`config.mk`:
```
export PLATFORM = sky130hd
export DESIGN_NAME = solk_core
export DESIGN_NICKNAME = d
export VERILOG_FILES = /design/src/logic/solk_pkg.sv /design/src/logic/solk_core.sv
export SDC_FILE = /design/constraint.sdc
export NUM_CORES = 2
export LEC_CHECK = 0
export ABC_AREA = 0
export BUFFER_PORTS_ARGS = -buffer_cell sky130_fd_sc_hd__buf_2
export CORE_UTILIZATION = 45
export CTS_CLUSTER_SIZE = 25
export DETAILED_ROUTE_END_ITERATION = 12
export PLACE_DENSITY_LB_ADDON = 0.08
export SYNTH_ARGS = -nofsm -noshare
export SYNTH_HDL_FRONTEND = slang
export SYNTH_SLANG_ARGS = --single-unit
export TNS_END_PERCENT = 10
```
`constraint.sdc`:
```
create_clock -name mclk_i -period 21.1 [get_ports mclk_i]
set_input_delay 5.275 -clock mclk_i [delete_from_list [all_inputs] [get_ports mclk_i]]
set_output_delay 5.275 -clock mclk_i [all_outputs]
set_load 0.02 [all_outputs]
```
`src/logic/solk_pkg.sv`:
```
// shared constants and types for the string and table lookup datapath
package solk_pkg;

   // ----------------------------------------------------------------
   // sizes
   // ----------------------------------------------------------------
   localparam int SOLK_WORD_W = 16;
   localparam int SOLK_ACC_DEPTH = 32;
   localparam int SOLK_IDX_W = 5;
   localparam int SOLK_LEN_W = 9;
   localparam logic [SOLK_LEN_W-1:0] SOLK_STR_BIAS = 9'h002;
   localparam logic [SOLK_LEN_W-1:0] SOLK_ACC_STR_MAX = 9'h020;
   localparam logic [SOLK_IDX_W-1:0] SOLK_OFFSET_SPAN = 5'h10;
   localparam logic [7:0] SOLK_CHAIN_RESET = 8'h00;
   localparam logic [15:0] SOLK_TP_RESET = 16'h0000;

   // ----------------------------------------------------------------
   // operations presented by the instruction stream
   // ----------------------------------------------------------------
   typedef enum logic [3:0] {
      OP_NOP,
      OP_LOAD_CHAIN,
      OP_MOV_PM_DM,
      OP_MOV_PM_ACC,
      OP_MOVS_PM_DM,
      OP_MOVS_PM_ACC,
      OP_ADDS_PM,
      OP_STRING_BITWISE_CONJ_PM,
      OP_STRING_COMPARE_PM,
      OP_STRING_MINUS_PM,
      OP_STRING_EXCLUSIVE_OR_PM,
      OP_SAVE_TP,
      OP_PH_PREFIX,
      OP_ADDS_PH,
      OP_STRING_MINUS_PH,
      OP_COEF
   } solk_op_t;

   typedef struct packed {
      solk_op_t op;
      logic [SOLK_IDX_W-1:0] acc_ref;
      logic dst_paired;
      logic src_paired;
      logic [15:0] prog_mem_addr16;
      logic [15:0] dm_addr;
      logic [7:0] imm;
      logic rpt_valid;
      logic [7:0] rpt_count;
      logic prefix_carry;
   } solk_instr_t;

   typedef struct packed {
      logic zero;
      logic neg;
      logic carry;
   } solk_flags_t;

endpackage : solk_pkg

```
`src/logic/solk_core.sv`:
```
// string operation and program-memory table lookup datapath
//
// Behaviour
// - string length is chain length register plus two words
// - accumulator string starts at the referenced accumulator and runs upward
// - chain length zero gives two words; one word means ordinary execution
// - arithmetic strings act as one number, carry chained word to word
// - flags describe the whole result; compare covers every bit
// - lowest address word goes to the lowest accumulator of the string
// - prefix carry enters the following product-high add or subtract
// - interrupts may be taken between steps of the product-high sequence
// - whole sequence uses the accumulator chosen by its first instruction
// - each product-high step advances a hidden index, not the pointer
// - sequence runs on through consecutive product-high steps; other instructions discard it
// - lookup address comes from the named accumulator or its partner
// - single lookup writes one program word to data memory or accumulator
// - string lookup copies a program string of chain length plus two words
// - string logic and arithmetic with a program address update the accumulators
// - table pointer is last read address plus one
// - table pointer can be saved to data memory
// - filter coefficient fetch continues from the table pointer
// - interrupts wait until an ordinary string operation completes
// - repeat count replaces chain length when a repeat precedes
// - accumulator strings are limited to thirty-two words
`timescale 1ns/1ps
module solk_core
   import solk_pkg::*;
#(
   parameter int ACC_DEPTH = SOLK_ACC_DEPTH
) (
   input wire logic mclk_i,
   input wire logic reset_i,
   input wire logic ce_i,
   input wire logic instr_valid_i,
   input wire solk_instr_t instr_i,
   output logic instr_ready_o,
   output logic busy_o,
   input wire logic irq_pending_i,
   output logic irq_take_o,
   input wire logic [SOLK_WORD_W-1:0] product_high_reg_i,
   output logic pm_rd_o,
   output logic [15:0] pm_addr_o,
   input wire logic [SOLK_WORD_W-1:0] pm_data_i,
   output logic dm_we_o,
   output logic [15:0] dm_addr_o,
   output logic [SOLK_WORD_W-1:0] dm_wdata_o,
   input wire logic coef_fetch_i,
   output logic coef_valid_o,
   output logic [SOLK_WORD_W-1:0] coef_data_o,
   output logic [15:0] table_pointer_o,
   output logic [7:0] chain_length_o,
   output solk_flags_t flags_o,
   input wire logic [SOLK_IDX_W-1:0] acc_rd_idx_i,
   output logic [SOLK_WORD_W-1:0] acc_rd_data_o
);

   // ----------------------------------------------------------------
   // parameter check
   // ----------------------------------------------------------------
   if (ACC_DEPTH != (1 << SOLK_IDX_W)) begin : g_depth_check
      $error("solk_core: ACC_DEPTH must equal the index range");
   end

   // ----------------------------------------------------------------
   // helpers
   // ----------------------------------------------------------------
   function automatic logic [SOLK_IDX_W-1:0] acc_idx(input logic [SOLK_IDX_W-1:0] base, input logic paired);
      acc_idx = paired ? base + SOLK_OFFSET_SPAN : base;
   endfunction : acc_idx

   function automatic logic [SOLK_WORD_W:0] add_word(input logic [SOLK_WORD_W-1:0] a,
                                                     input logic [SOLK_WORD_W-1:0] b, input logic cin);
      add_word = {1'b0, a} + {1'b0, b} + {{SOLK_WORD_W{1'b0}}, cin};
   endfunction : add_word

   function automatic logic is_acc_string(input solk_op_t op);
      is_acc_string = op inside {OP_MOVS_PM_ACC, OP_ADDS_PM, OP_STRING_BITWISE_CONJ_PM, OP_STRING_COMPARE_PM, OP_STRING_MINUS_PM, OP_STRING_EXCLUSIVE_OR_PM};
   endfunction : is_acc_string

   // ----------------------------------------------------------------
   // state
   // ----------------------------------------------------------------
   typedef enum logic [1:0] {S_IDLE, S_FETCH, S_EXEC} solk_state_t;

   solk_state_t state;
   solk_instr_t cur;
   logic [SOLK_WORD_W-1:0] acc_file [ACC_DEPTH];
   logic [7:0] chain_length_reg;
   logic [15:0] table_pointer;
   logic [15:0] pm_ptr;
   logic [15:0] dm_ptr;
   logic [SOLK_LEN_W-1:0] word_len;
   logic [SOLK_LEN_W-1:0] word_cnt;
   logic carry;
   logic all_zero;
   logic seq_active;
   logic [SOLK_IDX_W-1:0] seq_idx;
   logic seq_carry;
   logic [SOLK_IDX_W-1:0] dst_base;
   logic [SOLK_IDX_W-1:0] src_base;

   logic start;
   logic is_string;
   logic last_word;
   logic [SOLK_LEN_W-1:0] next_len;
   logic [SOLK_IDX_W-1:0] wr_idx;
   logic [SOLK_WORD_W-1:0] src_word;
   logic [SOLK_WORD_W:0] sum;
   logic [SOLK_WORD_W-1:0] result;
   logic ph_sub;
   logic [SOLK_IDX_W-1:0] ph_idx;
   logic [SOLK_WORD_W:0] ph_sum;

   assign start = ce_i && instr_valid_i && state == S_IDLE;
   assign is_string = cur.op inside {OP_MOVS_PM_DM, OP_MOVS_PM_ACC, OP_ADDS_PM, OP_STRING_BITWISE_CONJ_PM,
                                     OP_STRING_COMPARE_PM, OP_STRING_MINUS_PM, OP_STRING_EXCLUSIVE_OR_PM};
   assign last_word = word_cnt == word_len - 9'h001;
   assign wr_idx = dst_base + word_cnt[SOLK_IDX_W-1:0];
   assign src_word = acc_file[src_base + word_cnt[SOLK_IDX_W-1:0]];

   // ----------------------------------------------------------------
   // length of the operation
   // ----------------------------------------------------------------
   always_comb begin
      // zero gives two words, non-string stays one word
      next_len = 9'h001;
      if (instr_i.op inside {OP_MOVS_PM_DM, OP_MOVS_PM_ACC, OP_ADDS_PM, OP_STRING_BITWISE_CONJ_PM, OP_STRING_COMPARE_PM,
                             OP_STRING_MINUS_PM, OP_STRING_EXCLUSIVE_OR_PM}) begin
         next_len = (instr_i.rpt_valid ? {1'b0, instr_i.rpt_count} : {1'b0, chain_length_reg}) + SOLK_STR_BIAS;
         if (is_acc_string(instr_i.op) && next_len > SOLK_ACC_STR_MAX) begin
            next_len = SOLK_ACC_STR_MAX;
         end
      end
   end

   // ----------------------------------------------------------------
   // word datapath
   // ----------------------------------------------------------------
   always_comb begin
      // carry chained into the next word
      sum = add_word(src_word, (cur.op == OP_STRING_MINUS_PM || cur.op == OP_STRING_COMPARE_PM) ? ~pm_data_i : pm_data_i, carry);
      unique case (cur.op)
         OP_STRING_BITWISE_CONJ_PM: result = src_word & pm_data_i;
         OP_STRING_EXCLUSIVE_OR_PM: result = src_word ^ pm_data_i;
         OP_ADDS_PM, OP_STRING_MINUS_PM, OP_STRING_COMPARE_PM: result = sum[SOLK_WORD_W-1:0];
         default: result = pm_data_i;
      endcase
   end

   // sequence keeps the first instruction's accumulator
   assign ph_sub = instr_i.op == OP_STRING_MINUS_PH;
   assign ph_idx = seq_active ? seq_idx : acc_idx(instr_i.acc_ref, instr_i.dst_paired);
   // prefix carry feeds the product-high step
   assign ph_sum = add_word(acc_file[ph_idx], ph_sub ? ~product_high_reg_i : product_high_reg_i,
                            seq_active ? seq_carry : ph_sub);

   // ----------------------------------------------------------------
   // sequencer
   // ----------------------------------------------------------------
   always_ff @(posedge mclk_i or posedge reset_i) begin
      if (reset_i) begin
         state <= S_IDLE;
         cur <= '0;
         word_len <= 9'h001;
         word_cnt <= 9'h000;
         pm_ptr <= 16'h0000;
         dm_ptr <= 16'h0000;
         dst_base <= 5'h00;
         src_base <= 5'h00;
      end else if (ce_i) begin
         unique case (state)
            S_IDLE: begin
               if (instr_valid_i) begin
                  cur <= instr_i;
                  word_len <= next_len;
                  word_cnt <= 9'h000;
                  dm_ptr <= instr_i.dm_addr;
                  // string starts at the referenced accumulator
                  dst_base <= acc_idx(instr_i.acc_ref, instr_i.dst_paired);
                  src_base <= acc_idx(instr_i.acc_ref, instr_i.src_paired);
                  // lookup address held in the named accumulator
                  pm_ptr <= instr_i.op inside {OP_ADDS_PM, OP_STRING_BITWISE_CONJ_PM, OP_STRING_COMPARE_PM, OP_STRING_MINUS_PM, OP_STRING_EXCLUSIVE_OR_PM} ?
                            instr_i.prog_mem_addr16 : acc_file[acc_idx(instr_i.acc_ref, instr_i.src_paired)];
                  if (instr_i.op inside {OP_MOV_PM_DM, OP_MOV_PM_ACC, OP_MOVS_PM_DM, OP_MOVS_PM_ACC, OP_ADDS_PM,
                                         OP_STRING_BITWISE_CONJ_PM, OP_STRING_COMPARE_PM, OP_STRING_MINUS_PM, OP_STRING_EXCLUSIVE_OR_PM}) begin
                     state <= S_FETCH;
                  end
               end else if (coef_fetch_i) begin
                  // coefficients continue from the table pointer
                  cur.op <= OP_COEF;
                  word_len <= 9'h001;
                  word_cnt <= 9'h000;
                  pm_ptr <= table_pointer;
                  state <= S_FETCH;
               end
            end
            S_FETCH: state <= S_EXEC;
            S_EXEC: begin
               word_cnt <= word_cnt + 9'h001;
               pm_ptr <= pm_ptr + 16'h0001;
               dm_ptr <= dm_ptr + 16'h0001;
               state <= last_word ? S_IDLE : S_FETCH;
            end
            default: state <= S_IDLE;
         endcase
      end
   end

   // ----------------------------------------------------------------
   // chain length register
   // ----------------------------------------------------------------
   // only an explicit load changes it
   always_ff @(posedge mclk_i or posedge reset_i) begin
      if (reset_i) begin
         chain_length_reg <= SOLK_CHAIN_RESET;
      end else if (start && instr_i.op == OP_LOAD_CHAIN) begin
         chain_length_reg <= instr_i.imm;
      end
   end

   // ----------------------------------------------------------------
   // table pointer
   // ----------------------------------------------------------------
   always_ff @(posedge mclk_i or posedge reset_i) begin
      if (reset_i) begin
         table_pointer <= SOLK_TP_RESET;
      end else if (ce_i && state == S_FETCH) begin
         table_pointer <= pm_ptr + 16'h0001;
      end
   end

   // ----------------------------------------------------------------
   // product-high sequence state
   // ----------------------------------------------------------------
   always_ff @(posedge mclk_i or posedge reset_i) begin
      if (reset_i) begin
         seq_active <= 1'b0;
         seq_idx <= 5'h00;
         seq_carry <= 1'b0;
      end else if (start) begin
         unique case (instr_i.op)
            OP_PH_PREFIX: begin
               seq_active <= 1'b1;
               seq_idx <= acc_idx(instr_i.acc_ref, instr_i.dst_paired) + 5'h01;
               seq_carry <= instr_i.prefix_carry;
            end
            OP_ADDS_PH, OP_STRING_MINUS_PH: begin
               seq_idx <= ph_idx + 5'h01;
               seq_carry <= ph_sum[SOLK_WORD_W];
               seq_active <= 1'b1;
            end
            // any other instruction discards the sequence
            default: seq_active <= 1'b0;
         endcase
      end
   end

   // ----------------------------------------------------------------
   // accumulator file
   // ----------------------------------------------------------------
   always_ff @(posedge mclk_i) begin
      if (ce_i && state == S_EXEC && cur.op inside {OP_MOV_PM_ACC, OP_MOVS_PM_ACC, OP_ADDS_PM, OP_STRING_BITWISE_CONJ_PM,
                                                   OP_STRING_COMPARE_PM, OP_STRING_MINUS_PM, OP_STRING_EXCLUSIVE_OR_PM}) begin
         // word k lands in accumulator base plus k
         acc_file[wr_idx] <= result;
      end else if (start && instr_i.op inside {OP_ADDS_PH, OP_STRING_MINUS_PH}) begin
         acc_file[ph_idx] <= ph_sum[SOLK_WORD_W-1:0];
      end
   end

   always_ff @(posedge mclk_i or posedge reset_i) begin
      if (reset_i) begin
         acc_rd_data_o <= 16'h0000;
      end else if (ce_i) begin
         acc_rd_data_o <= acc_file[acc_rd_idx_i];
      end
   end

   // ----------------------------------------------------------------
   // carry, zero and flags
   // ----------------------------------------------------------------
   always_ff @(posedge mclk_i or posedge reset_i) begin
      if (reset_i) begin
         carry <= 1'b0;
         all_zero <= 1'b1;
         flags_o <= '0;
      end else if (start) begin
         carry <= instr_i.op inside {OP_STRING_MINUS_PM, OP_STRING_COMPARE_PM};
         all_zero <= 1'b1;
         if (instr_i.op inside {OP_ADDS_PH, OP_STRING_MINUS_PH}) begin
            flags_o <= '{zero: ph_sum[SOLK_WORD_W-1:0] == 16'h0000, neg: ph_sum[SOLK_WORD_W-1],
                         carry: ph_sum[SOLK_WORD_W]};
         end
      end else if (ce_i && state == S_EXEC) begin
         // carry and zero held across words
         if (cur.op inside {OP_ADDS_PM, OP_STRING_MINUS_PM, OP_STRING_COMPARE_PM}) begin
            carry <= sum[SOLK_WORD_W];
         end
         all_zero <= all_zero && result == 16'h0000;
         if (last_word && cur.op != OP_COEF) begin
            flags_o <= '{zero: all_zero && result == 16'h0000, neg: result[SOLK_WORD_W-1],
                         carry: cur.op inside {OP_ADDS_PM, OP_STRING_MINUS_PM, OP_STRING_COMPARE_PM} ? sum[SOLK_WORD_W] : carry};
         end
      end
   end

   // ----------------------------------------------------------------
   // data memory and coefficient outputs
   // ----------------------------------------------------------------
   always_ff @(posedge mclk_i or posedge reset_i) begin
      if (reset_i) begin
         dm_we_o <= 1'b0;
         dm_addr_o <= 16'h0000;
         dm_wdata_o <= 16'h0000;
         coef_valid_o <= 1'b0;
         coef_data_o <= 16'h0000;
      end else if (ce_i) begin
         dm_we_o <= 1'b0;
         coef_valid_o <= 1'b0;
         if (start && instr_i.op == OP_SAVE_TP) begin
            // table pointer saved to data memory
            dm_we_o <= 1'b1;
            dm_addr_o <= instr_i.dm_addr;
            dm_wdata_o <= table_pointer;
         end else if (state == S_EXEC && cur.op inside {OP_MOV_PM_DM, OP_MOVS_PM_DM}) begin
            dm_we_o <= 1'b1;
            dm_addr_o <= dm_ptr;
            dm_wdata_o <= pm_data_i;
         end else if (state == S_EXEC && cur.op == OP_COEF) begin
            coef_valid_o <= 1'b1;
            coef_data_o <= pm_data_i;
         end
      end
   end

   // ----------------------------------------------------------------
   // handshakes
   // ----------------------------------------------------------------
   assign instr_ready_o = state == S_IDLE;
   assign busy_o = state != S_IDLE;
   // interrupts wait for the string to finish
   // sequence steps leave the block idle, so interrupts pass
   assign irq_take_o = irq_pending_i && state == S_IDLE;
   assign pm_rd_o = ce_i && state == S_FETCH;
   assign pm_addr_o = pm_ptr;
   assign table_pointer_o = table_pointer;
   assign chain_length_o = chain_length_reg;
endmodule : solk_core

```
==> impl_metrics.csv <==
group,metric,value,unit
sta,rsz0062_at_grt,"false",
clocking,clkTransAtPathRegs,0.06,ns
pwr,p_clk_share,19.7,%
clocking,cts_root_buf,"clkbuf_16",
yosys,yosysUniqueCellTypes,74,
setup_path,slowest_stage,"nand3_1",
sta,tightest_slew,1.319,ns
yosys,synth_seq_area_share,45.50,%
sta,layout_worst_path_cycle_share,60.92,%
pwr,switching_share,42.01,%
route,drt_iter0_markers,3708,
route,dr.pass1.iters,5,
yosys,synth_fa_ha_area_share,1.870,%
setup_path,crit_required,15.83,ns
sta,relSlewSlack,9.524,%
route,dr_total_vias,30915,
clocking,clockBufferDepth,3,
placed_design,post-dp-hpwl,99690,µm
clocking,post_cts_buffers,0,
yosys,synth_compound_area_share,5.797,%
yosys,async_reset_ff_share,24.26,%
floorplan,die_w,310.5,µm
final_layout,nets,3252,
yosys,synth-simple-area-share,7.197,%
pwr,pwr-share-comb,52.0,%
final_layout,fill_cells,7790,
pwr,intPower,0.004053,W
yosys,synthesis.nets,3096,
yosys,synthXorXnorAreaFrac,2.004,%
final_layout,final_cells,4410,
pwr,peakVddDrop,0.1346,mV
pwr,p_switching,0.002936,W
floorplan,initial_utilization,45.67,%
clocking,cts_tree,"yes",
route,wl_per_cell,36.09,µm
clocking,cts_resized,0,
pwr,power_leakage,16.88,nW
clocking,clk-insertion-delay-late,0.68,ns
yosys,syn_avg_cell_area,14.61,µm²
setup_path,endpoint_kind,"primary output",
grt,grt_pass1_wl,226200,µm
flow_run,cap_violations,0,
route,drc,0,
grt,grt_overflow,0,
yosys,synth_area,42820,µm²
placed_design,port_buffers,216,
final_layout,synthToLayoutAreaGrowth,12.59,%
final_layout,layout-drive-gt1-share,36.48,%
yosys,synth_top_family_by_area,"multiplexers",
sta,finalHoldViolCount,0,
placed_design,place_inst,4257,
final_layout,final_cell_mix,"mux4_2 (608), edfxtp_1 (512), nand2_1 (317)",
pwr,p_per_area,145.0,nW/µm²
yosys,muxShareOfSynthArea,35.25,%
yosys,synth_edf_count,512,
floorplan,dieArea,96390,µm²
setup_path,cp_common_cell,"buf_2",
floorplan,fp-row-count,112,
sta,period_minus_slack,12.85,ns
sta,final.setup.tns,0,ns
floorplan,io_pins,217,
clocking,numClockSinks,676,
sta,final-setup-viol-count,0,
setup_path,cp.arrival,7.58,ns
final_layout,layout_commonest_cell,"mux4_2",
setup_path,crit_chain,"buf_2, nand3_1, inv_1, buf_2",
grt,grt_max_degree,113,
placed_design,gp_congestion,0.9208,
grt,antenna_found_initial,12,
yosys,syn_inst,2931,
sta,hold_ws,0.4731,ns
floorplan,core_area,93750,µm²
route,viasPerCell,7.010,
grt,grt_pass1_vias,30470,
run_status,outcome,"complete, no violations",
setup_path,critPathLaunchType,"input pin",
sta,finClkSkew,0.04413,ns
floorplan,fp.dieH,310.5,µm
setup_path,worstSetupPathType,"input pin to primary output",
sta,slew_viol_final,0,
min_path,min_path_type,"flop to flop",
setup_path,slowest_delay,1.03,ns
yosys,yosysWarnings,0,
grt,track_usage,33.50,%
clocking,hold_buffers,0,
yosys,synth.ff_latch_count,676,
clocking,ctsHtreeMaxLevel,3,
pwr,pwr-share-seq,28.3,%
yosys,synthFlopType,"edfxtp_1",
clocking,cts_buffers,82,
setup_path,cp_max_fo,41,
route,drtAntennaViolNets,0,
sta,fmax,77.80,MHz
route,wirelength,159200,µm
## path summary, 6_finish.rpt
check / cells past startpoint / slack (ns) / start / end
max reg2reg: 15 / 12.94 / word_cnt[0] / acc_file[31][13]
min in group asynchronous: 2 / 4.73 / reset_i / seq_idx[1]
max in group asynchronous: 3 / 14.86 / reset_i / dm_ptr[14]
min: 2 / 0.47 / dm_addr_o[12] / dm_addr_o[12]
max: 4 / 8.25 / ce_i / pm_rd_o
min reg2reg: 2 / 0.47 / dm_addr_o[12] / dm_addr_o[12]
## flip-flops by register name, indices dropped and copies added, names as in the netlist, 16 cells and up
signal / flops
dm_ptr: 16
pm_addr_o: 16
coef_data_o: 16
dm_wdata_o: 16
acc_file: 512
table_pointer_o: 16
dm_addr_o: 16
acc_rd_data_o: 16
## Yosys cell counts, drive strengths merged (8+ instances only)
master / count / area, µm²
a21o: 14 / 105.1
nor3: 24 / 130.1
nand3: 101 / 505.5
xor2: 46 / 402.9
xnor2: 52 / 455.4
mux2i: 86 / 860.8
mux4: 608 / 13690
a22o: 10 / 87.58
ha: 56 / 700.7
a21oi: 100 / 500.5
inv: 27 / 101.4
o2111ai: 10 / 87.58
edfxtp: 512 / 15370
and2: 9 / 56.30
o211ai: 13 / 97.59
and3: 22 / 137.6
o21ai: 141 / 705.7
a31oi: 19 / 118.9
o22ai: 8 / 50.05
o21a: 9 / 67.56
nor2: 146 / 548.0
mux2: 48 / 540.5
nand2b: 9 / 56.30
dfrtp: 162 / 4054
a211oi: 12 / 90.09
buf: 66 / 274.0
clkbuf: 172 / 645.6
nand4: 10 / 62.56
nand2: 317 / 1190
## layer usage
metal	share of wire, %	GRT usage, %
met1	36	43.01
met2	46	51.67
met3	12	9.951
met4	5.7	17.21
met5	0.074	0
## power by group through the flow
stage	sequential [W]	combinational [W]	clock (W)
2_1_floorplan	0.00204	0.00232	0
3_3_place_gp	0.00200	0.00355	0
3_5_place_dp	0.00201	0.00358	0
4_1_cts	0.00198	0.00359	0.00139
5_1_grt	0.00200	0.00387	0.00144
6_report	0.00198	0.00363	0.00137
## logic make-up after synthesis
kind of cell             Yosys count
AND/OR/NAND/NOR                  687
AO/OA/AOI/OAI                    402
multiplexers                     742
buffers and inverters            265
XOR/XNOR                          98
adder cells (fa/ha/maj)           61
flip-flops                       676
## cell type report
| class | instances | area (µm²) | area share [%] |
|---|---|---|---|
| repair buffers | 310 | 1853 | 3.844 |
| clock inverters | 34 | 304.0 | 0.6306 |
| flip-flops and latches | 676 | 19480 | 40.41 |
| multi-input cells | 1990 | 22640 | 46.96 |
| clock buffers | 115 | 2246 | 4.658 |
| well taps | 1254 | 1569 | 3.254 |
| diodes | 4 | 10.01 | 0.02076 |
| inverters | 27 | 108.9 | 0.2258 |
## metrics by stage
stage / instance area (µm²) / setup WS, ns / total power [W] / util (%)
after floorplan: 42820 / 9.914 / 0.004365 / -
final: 48210 / 8.247 / 0.006989 / 51.43
after global routing: 48200 / 8.013 / 0.007309 / 51.41
after global placement: 45630 / 8.294 / 0.005547 / 48.67
after CTS: 48180 / 8.282 / 0.006970 / 51.39
after detailed placement: 45630 / 8.271 / 0.005587 / 48.67
## worst max-delay path, delay by kind of cell
family / cells / cell delay [ns]
buffers and inverters: 3 / 1.25
AND/OR/NAND/NOR: 1 / 1.03
Power figures use the tool's default switching activity.
